## config.mk

```make
export PLATFORM = sky130hd
export DESIGN_NAME = trbl_top
export DESIGN_NICKNAME = d
export VERILOG_FILES = /design/src/hdl/trbl_chan.v /design/src/hdl/trbl_top.v
export VERILOG_INCLUDE_DIRS = /design/src /design/src/hdl
export SDC_FILE = /design/constraint.sdc
export NUM_CORES = 1
export LEC_CHECK = 0
export BUFFER_PORTS_ARGS = -buffer_cell sky130_fd_sc_hd__clkbuf_2
export CELL_PAD_IN_SITES_DETAIL_PLACEMENT = 1
export CELL_PAD_IN_SITES_GLOBAL_PLACEMENT = 1
export CORE_MARGIN = 5
export CORE_UTILIZATION = 29
export DETAILED_ROUTE_END_ITERATION = 12
export PLACE_DENSITY = 0.72
export SETUP_SLACK_MARGIN = 0.2
export SYNTH_ARGS = -nofsm -noshare
export SYNTH_HDL_FRONTEND = slang
export SYNTH_SLANG_ARGS = --single-unit
```

## constraint.sdc

```tcl
create_clock -name clock -period 2.08 [get_ports clock]
set_clock_uncertainty 0.15 [all_clocks]
set_input_delay 0.104 -clock clock [delete_from_list [all_inputs] [get_ports clock]]
set_output_delay 0.104 -clock clock [all_outputs]
set_load 0.1 [all_outputs]
```

## src/hdl/trbl_consts.vh

```
`ifndef TRBL_CONSTS_VH
`define TRBL_CONSTS_VH
`define TRBL_PTR_LOCAL_HI   8'h00
`define TRBL_PTR_REMOTE_HI  8'h01
`define TRBL_PTR_FLAGS      8'h02
`define TRBL_PTR_REMOTE_LO  8'h10
`define TRBL_PTR_LOCAL_LO   8'h15
`define TRBL_PTR_RESET      8'h00
`define TRBL_BYTE_RESET     8'h00
`define TRBL_RES_HI_MSB     11
`define TRBL_RES_HI_LSB     4
`define TRBL_RES_LO_MSB     3
`define TRBL_NUM_CH         2
`define TRBL_CH_LOCAL       0
`define TRBL_CH_REMOTE      1
`endif

```

## src/hdl/trbl_chan.v

```verilog
`timescale 1ns/10ps
`include "trbl_consts.vh"
// one channel's high/low result pair with the coherency lock
module trbl_chan
(
  input  wire        clock,
  input  wire        rstn,
  input  wire        done,
  input  wire [11:0] result,
  input  wire        rd_hi,
  input  wire        rd_lo,
  input  wire        rd_other,
  output reg  [7:0]  hi_byte,
  output reg  [7:0]  lo_byte,
  output reg         hi_held,
  output reg         lo_held
);

  always @(posedge clock)
  begin
    if (!rstn)
    begin
      hi_byte <= `TRBL_BYTE_RESET;
      lo_byte <= `TRBL_BYTE_RESET;
      hi_held <= 1'b0;
      lo_held <= 1'b0;
    end
    else
    begin
      // a held byte skips this conversion's load; a read in the same cycle already
      // blocks its partner, or the pair would straddle two conversions
      if (done && !hi_held && !rd_lo)
        hi_byte <= result[`TRBL_RES_HI_MSB:`TRBL_RES_HI_LSB];
      if (done && !lo_held && !rd_hi)
        lo_byte <= {result[`TRBL_RES_LO_MSB:0], 4'h0};
      // a read that completes a pair releases it, any other read of the pair starts a hold, a read elsewhere releases both
      if (rd_hi)
      begin
        hi_held <= 1'b0;
        lo_held <= !hi_held;
      end
      else if (rd_lo)
      begin
        lo_held <= 1'b0;
        hi_held <= !lo_held;
      end
      else if (rd_other)
      begin
        hi_held <= 1'b0;
        lo_held <= 1'b0;
      end
    end
  end

endmodule

```

## src/hdl/trbl_top.v

```verilog
`timescale 1ns/10ps
`include "trbl_consts.vh"
// Overview of operation
// - local whole degrees at 00h, read-only
// - remote whole degrees at 01h, read-only
// - conversion end loads bytes unless held or partner read that cycle
// - high read first holds low until read
// - low read first holds high
// - other register read ends pairing hold
// - status byte at 02h, read-only
// - fractions in upper nibble, 15h/10h
// - every write command loads the pointer
module trbl_top
(
  input  wire        clock,
  input  wire        rstn,
  input  wire        wr_cmd,
  input  wire [7:0]  wr_ptr,
  input  wire        rd_cmd,
  input  wire        local_done,
  input  wire [11:0] local_result,
  input  wire        remote_done,
  input  wire [11:0] remote_result,
  input  wire [7:0]  flags_in,
  output reg  [7:0]  rd_data,
  output reg         rd_valid,
  output reg  [7:0]  pointer,
  output reg  [7:0]  local_result_upper_bits,
  output reg  [7:0]  remote_result_upper_bits,
  output reg  [3:0]  held
);

  wire [7:0] hi_b [0:1];
  wire [7:0] lo_b [0:1];
  wire [1:0] hi_h;
  wire [1:0] lo_h;
  reg  [7:0] next_rd_data;

  //////////////////////////////////////////////////////////////////////////////
  // pointer of a channel's whole-degree byte
  function [7:0] hi_ptr;
    input integer ch;
    begin
      if (ch == `TRBL_CH_LOCAL)
        hi_ptr = `TRBL_PTR_LOCAL_HI;
      else
        hi_ptr = `TRBL_PTR_REMOTE_HI;
    end
  endfunction

  // pointer of a channel's fraction byte
  function [7:0] lo_ptr;
    input integer ch;
    begin
      if (ch == `TRBL_CH_LOCAL)
        lo_ptr = `TRBL_PTR_LOCAL_LO;
      else
        lo_ptr = `TRBL_PTR_REMOTE_LO;
    end
  endfunction

  //////////////////////////////////////////////////////////////////////////////
  // a read of any pointer outside a channel's pair ends that channel's hold
  genvar ch;
  generate
    for (ch = 0; ch < `TRBL_NUM_CH; ch = ch + 1)
    begin : g_chan
      wire rd_hi = rd_cmd && (pointer == hi_ptr(ch));
      wire rd_lo = rd_cmd && (pointer == lo_ptr(ch));
      trbl_chan u_chan
      (
        .clock    (clock),
        .rstn     (rstn),
        .done     ((ch == `TRBL_CH_LOCAL) ? local_done : remote_done),
        .result   ((ch == `TRBL_CH_LOCAL) ? local_result : remote_result),
        .rd_hi    (rd_hi),
        .rd_lo    (rd_lo),
        .rd_other (rd_cmd && !rd_hi && !rd_lo),
        .hi_byte  (hi_b[ch]),
        .lo_byte  (lo_b[ch]),
        .hi_held  (hi_h[ch]),
        .lo_held  (lo_h[ch])
      );
    end
  endgenerate

  //////////////////////////////////////////////////////////////////////////////
  // unmapped pointers read as zero; writes to result pointers only move the pointer
  always @*
  begin
    case (pointer)
      `TRBL_PTR_LOCAL_HI:  next_rd_data = hi_b[0];
      `TRBL_PTR_REMOTE_HI: next_rd_data = hi_b[1];
      `TRBL_PTR_FLAGS:     next_rd_data = flags_in;
      `TRBL_PTR_REMOTE_LO: next_rd_data = lo_b[1];
      `TRBL_PTR_LOCAL_LO:  next_rd_data = lo_b[0];
      default:             next_rd_data = 8'h00;
    endcase
  end

  always @(posedge clock)
  begin
    if (!rstn)
    begin
      pointer                  <= `TRBL_PTR_RESET;
      rd_data                  <= 8'h00;
      rd_valid                 <= 1'b0;
      local_result_upper_bits  <= `TRBL_BYTE_RESET;
      remote_result_upper_bits <= `TRBL_BYTE_RESET;
      held                     <= 4'h0;
    end
    else
    begin
      if (wr_cmd)
        pointer <= wr_ptr;
      rd_valid <= rd_cmd;
      if (rd_cmd)
        rd_data <= next_rd_data;
      local_result_upper_bits  <= hi_b[0];
      remote_result_upper_bits <= hi_b[1];
      held <= {hi_h[1], lo_h[1], hi_h[0], lo_h[0]};
    end
  end

endmodule

```

==> results of run 1 <==
## what timing repair did
action | 4_1_cts | 5_1_grt
hold buffers | 32 | 0
setup buffers | 5 | 2
pin swaps | 5 | 2
endpoints found under the hold margin | 32 | 0
resized for setup | 4 | 2
setup endpoints to repair | 24 | 26
## logic make-up (layout without fill, tap and decap cells)
logic type             after synthesis  in the layout  share of synthesized area (%)
AO/OA/AOI/OAI                       35             35                          10.53
buffers and inverters               31            159                          4.787
flip-flops                          65             65                          49.78
multiplexers                        37             37                          14.31
AND/OR/NAND/NOR                     94             94                          20.58
## stage by stage
stage | cell area, µm² | power (µW) | instances | utilization (%) | hold slack [ns]
3_5_place_dp | 3182 | 1933 | 443 | 36.31 | 0.1799
5_1_grt | 3812 | 3230 | 498 | 43.50 | 0.08664
3_3_place_gp | 3182 | 1921 | 443 | 36.31 | 0.1790
4_1_cts | 3780 | 3119 | 496 | 43.13 | 0.06879
2_1_floorplan | 2650 | 1785 | 262 | - | 0.08438
6_report | 3812 | 3080 | 498 | 43.50 | 0.09024
## area by class of cell
type                            instances  area [µm²]
Clock buffer                           12       156.4
Multi-Input combinational cell        166        1224
Sequential cell                        65        1331
Tap cell                              108       135.1
Clock inverter                          4       48.80
Timing Repair Buffer                  127       857.1
Inverter                               16       60.06
Fill cell                            1004        4951
## cell usage in the layout, fill, tap and decap left out, types with 3 or more instances in the layout
master | Yosys | routed
o22ai_1 | 5 | 5
nor3b_1 | 3 | 3
dfxtp_4 | 0 | 8
mux2i_1 | 34 | 34
nor2b_1 | 24 | 24
dlygate4sd3_1 | 0 | 32
clkbuf_2 | 0 | 82
nand3_1 | 5 | 5
o21ai_0 | 10 | 9
a31oi_1 | 7 | 7
and2_1 | 19 | 19
mux2_2 | 3 | 3
dfxtp_1 | 65 | 57
inv_1 | 16 | 16
nand2_1 | 25 | 25
a2bb2oi_1 | 7 | 7
clkbuf_8 | 0 | 9
buf_4 | 0 | 10
## how the worst min path moves through the flow
| stage | end | slack, ns | cells past startpoint |
|---|---|---|---|
| after floorplan | g_chan[1].u_chan.lo_byte[4] | 0.08 | 2 |
| after CTS | g_chan[1].u_chan.lo_byte[5] | 0.07 | 4 |
| final | rd_data[7] | 0.09 | 4 |
| after global routing | rd_data[5] | 0.09 | 4 |
| after global placement | g_chan[1].u_chan.lo_byte[5] | 0.18 | 3 |
| after detailed placement | g_chan[1].u_chan.lo_byte[5] | 0.18 | 3 |
## worst register-to-register path: cells and delay by family, from the launching register on
kind,cells,cell delay (ns)
AND/OR/NAND/NOR,2,0.63
AO/OA/AOI/OAI,1,0.46
flip-flops,1,0.34
multiplexers,1,0.20
## flip-flops by register name, summed over array words and instances, names as in the netlist
register and flops:
g_chan.u_chan.hi_held 2, g_chan.u_chan.lo_held 2, local_result_upper_bits 8, rd_valid 1, rd_data 8, g_chan.u_chan.hi_byte 16, held 4, remote_result_upper_bits 8
pointer 8, g_chan.u_chan.lo_byte 8
## power breakdown
group,internal (µW),switching [µW]
clock,626,476
sequential,1300,39.3
combinational,224,411
total,2150,926
## layer usage
layer | routed length, µm | vias up | track usage (%)
li1 | - | 1147 | -
met1 | 3199 | 1081 | 15.73
met2 | 3858 | 67 | 25.72
met3 | 499 | 4 | 5.672
met4 | 55 | 0 | 3.836
met5 | 0 | - | 0
==> results.ini, run 1 <==
[placed_design]
post-dp-hpwl_um = 5572
place_ws_ns = 0.04453
port_buffers = 82
place_congestion = 0.7622

[critical_path]
worstPathMaxFanout = 8
endpoint_kind = register
path_cells = or4b_4 -> o311a_4 -> mux2i_1 -> nor2b_1
rr_startpoint = pointer[5]
arrival_ns = 1.98
worst_ep_required_time_ns = 2.16
reg2reg_slack_ns = 0.19
cp_slowest_cell = or4b_4
critical_path.startpoint = pointer[5]
crit_path_start_kind = register
cp.depth = 4
criticalPathCategory = register to register
crit_family = simple AND/OR/NAND/NOR gates
r2r_end = g_chan[1].u_chan.hi_byte[2]
critical_path_buf_inv_count = 0
critPathMaxStageDelay_ns = 0.57
rr_worst_depth = 4
worstSetupEndpoint = g_chan[1].u_chan.hi_byte[2]

[sta]
worstMarginPinSlew_ns = 0.5965
min_period_over_period_pct = 90.93
setup_viol = 0
max_freq_ghz = 0.5287
hold_viol_final = 0
maxSlewHeadroom_pct = 60.23
period_needed_ns = 1.891
rsz0062_at_grt = true
setup_slack_ns = 0.1887
final.setup.tns_ns = 0
maxSlewViolCount = 0

[hold_path]
hp-class = primary input to register
min_from = flags_in[7]

[global_route]
antenna_found_initial = 0
gr-usage-all-layers_pct = 14.37
grt_pass1_wl_um = 12590
grt_pass1_vias = 2547
grt_max_degree = 38
grt_remaining_overflow = 0

[clocking]
clock_sinks = 65
cts.clk_slew.worst_paths_ns = 0.07
cts_tree = done
numCtsBuffers = 9
cts_buffer_depth = 2
clock-root-buffer = clkbuf_8
htreeDepth = 3
clkLatencyLatePin_ns = 0.34

[floorplanning]
row_count = 34
die_h_um = 104.9
num_io_pins = 83
die_area_mm2 = 0.01101
start_util_pct = 29.83
die_x_um = 104.9
core-area_mm2 = 0.008763

[final_layout]
antenna_cells = 0
drive_gt1_share_pct = 32.56
area_growth_pct = 45.86
finalNetCount = 431

[route]
routed_via_density = 4.616
drcViolationCount = 0
wl_um = 7612
first_pass_iters = 4
num_vias = 2299
ant_nets = 0
drt_iter0_drc = 79
wl_per_cell_um = 15.29

[yosys]
ys_warn_count = 0
yosysMostFrequentCell = dfxtp_1
synthTopCellsByArea = dfxtp_1, mux2i_1, nor2b_1
syn_nets = 308
syn_area_per_cell_um2 = 9.976
synth_area_leader_cell = dfxtp_1
syn-cell-area_mm2 = 0.002614
async_reset_ff_share_pct = 0
ys_ff_latch = 65
yosysTopAreaCellShare_pct = 49.78
synth.distinct_cells = 35
synth_edf_count = 0
ys_seq_area_share_pct = 49.78
synthFlopType = dfxtp_1
syn_inst = 262
yosys-top-cells-count = dfxtp_1, mux2i_1, nand2_1

[power]
power.leakage_uw = 0.001761
power.density_mw_per_mm2 = 807.8
vdd_drop_max_mv = 0.4437

[outcome]
run_status = completed

[job]
drv_cap = 0

Note: power is estimated with default switching activity, not from simulation.
==> run 2: changes to the inputs <==
--- a/config.mk
+++ b/config.mk
@@ -12,7 +12,8 @@
 export CORE_MARGIN = 5
 export CORE_UTILIZATION = 29
 export DETAILED_ROUTE_END_ITERATION = 12
-export PLACE_DENSITY = 0.72
+export PLACE_DENSITY = 0.71
+export RECOVER_POWER = 25
 export SETUP_SLACK_MARGIN = 0.2
 export SYNTH_ARGS = -nofsm -noshare
 export SYNTH_HDL_FRONTEND = slang
==> run 2 against run 1 <==
Net effect:
- cell count decreased by 0.20%
- register-to-register slack about the same
- count of clock-buffer cells in the layout increased by 2
- critical endpoint is now g_chan[1].u_chan.hi_byte[7]
- flip-flop and latch count unchanged
==> results.ini, run 2 (synthesis results as in run 1) <==
[outcome]
run_status = completed  ; unchanged

[hold_path]
hp-class = primary input to register  ; unchanged
min_from = flags_in[7]  ; unchanged

[sta]
maxSlewViolCount = 0  ; unchanged
period_needed_ns = 1.886  ; was 1.891 ns
final.setup.tns_ns = 0  ; unchanged
hold_viol_final = 0  ; unchanged
rsz0062_at_grt = true  ; unchanged
max_freq_ghz = 0.5303  ; was 0.5287 GHz
setup_slack_ns = 0.1944  ; was 0.1887 ns
worstMarginPinSlew_ns = 1.279  ; was 0.5965 ns
min_period_over_period_pct = 90.65  ; was 90.93%
setup_viol = 0  ; unchanged
maxSlewHeadroom_pct = 14.73  ; was 60.23%

[power]
power.leakage_uw = 0.001740  ; was 0.001761 µW
vdd_drop_max_mv = 0.3638  ; was 0.4437 mV
power.density_mw_per_mm2 = 802.2  ; was 807.8 mW/mm²

[critical_path]
critical_path.startpoint = pointer[5]  ; unchanged
crit_path_start_kind = register  ; unchanged
arrival_ns = 1.96  ; was 1.98 ns
rr_startpoint = pointer[5]  ; unchanged
criticalPathCategory = register to register  ; unchanged
worstPathMaxFanout = 8  ; unchanged
worst_ep_required_time_ns = 2.15  ; was 2.16 ns
endpoint_kind = register  ; unchanged

[route]
routed_via_density = 4.674  ; was 4.616
first_pass_iters = 4  ; unchanged
wl_um = 7560  ; was 7612 µm
num_vias = 2323  ; was 2299
drcViolationCount = 0  ; unchanged
wl_per_cell_um = 15.21  ; was 15.29 µm
ant_nets = 0  ; unchanged
drt_iter0_drc = 70  ; was 79

[clocking]
clkLatencyLatePin_ns = 0.34  ; about the same
cts_tree = done  ; unchanged
numCtsBuffers = 9  ; unchanged
cts_buffer_depth = 2  ; unchanged
htreeDepth = 3  ; unchanged
clock_sinks = 65  ; unchanged
cts.clk_slew.worst_paths_ns = 0.07  ; about the same
clock-root-buffer = clkbuf_8  ; unchanged

[job]
drv_cap = 0  ; unchanged

[final_layout]
largest_register = g_chan.u_chan.hi_byte  ; unchanged
drive_gt1_share_pct = 32.39  ; was 32.56%
area_growth_pct = 44.28  ; was 45.86%
antenna_cells = 0  ; unchanged
layout_commonest_cell = clkbuf_2  ; unchanged
finalNetCount = 431  ; unchanged
largest_reg_flops = 16  ; unchanged
layout_common_cells = clkbuf_2, dfxtp_1, mux2i_1  ; unchanged
nFillCells = 1008  ; was 1004
final_core_util_pct = 43.03  ; was 43.50%

[global_route]
grt_pass1_wl_um = 12450  ; was 12590 µm
grt_remaining_overflow = 0  ; unchanged
gr-usage-all-layers_pct = 14.13  ; was 14.37%
grt_max_degree = 40  ; was 38
antenna_found_initial = 0  ; unchanged
grt_pass1_vias = 2446  ; was 2547

[floorplanning]
start_util_pct = 29.83  ; unchanged
row_count = 34  ; unchanged
die_area_mm2 = 0.01101  ; unchanged
core-area_mm2 = 0.008763  ; unchanged
die_x_um = 104.9  ; unchanged
die_h_um = 104.9  ; unchanged
num_io_pins = 83  ; unchanged

[placed_design]
place_ws_ns = 0.04986  ; was 0.04453 ns
place_congestion = 0.7875  ; was 0.7622
post-dp-hpwl_um = 5613  ; was 5572 µm
port_buffers = 82  ; unchanged

run 2: metal layers:
layer  vias to the layer above  wire [µm]  GRT usage (%)
li1                       1145          -              -
met1                      1086       3212          17.26
met2                        77       3640          23.47
met3                        15        558          4.747
met4                         0        148          4.384
met5                         -          0              0
run 2: through the flow:
stage	total power, µW	hold WS [ns]	instance area, µm²	instances
after floorplan	1785	0.08438	2650	262
after global placement	1921	0.1730	3184	445
after detailed placement	1934	0.1881	3184	445
after CTS	3071	0.06570	3765	497
after global routing	3171	0.09079	3771	497
final	3025	0.07832	3771	497
run 2: where the power goes:
group | internal, µW | switching [µW]
Clock | 604 | 456
Sequential | 1300 | 38.3
Combinational | 215 | 408
run 2: path summary, 6_finish.rpt:
check | slack, ns | to | cells past startpoint
setup reg to reg | 0.19 | g_chan[1].u_chan.hi_byte[7] | 4
setup / recovery | 0.19 | g_chan[1].u_chan.hi_byte[7] | 4
hold / removal | 0.08 | rd_data[7] | 4
hold reg to reg | 0.30 | local_result_upper_bits[0] | 2
run 2: what timing repair did:
| action | 4_1_cts | 5_1_grt |
|---|---|---|
| pin swaps | 4 | 4 |
| cloned | 0 | 0 |
| setup endpoints to repair | 24 | 29 |
| hold buffers | 32 | 0 |
| endpoints found under the hold margin | 32 | 0 |
| gates resized for setup | 4 | 3 |
| setup buffers | 5 | 0 |
run 2: critical path, cell delays in order, from the launching register on:
cell	delay, ns
dfxtp_4	0.34
or4b_4	0.58
o311a_4	0.46
mux2i_1	0.18
nor2b_1	0.07
run 2: area by class of cell:
type | count | area, µm² | share of cell area [%]
multi-input cells | 166 | 1215 | 32.22
repair buffers | 127 | 829.5 | 22.00
inverters | 16 | 60.06 | 1.593
clock buffers | 14 | 195.2 | 5.176
clock inverters | 1 | 5.005 | 0.1327
well taps | 108 | 135.1 | 3.583
flip-flops and latches | 65 | 1331 | 35.30
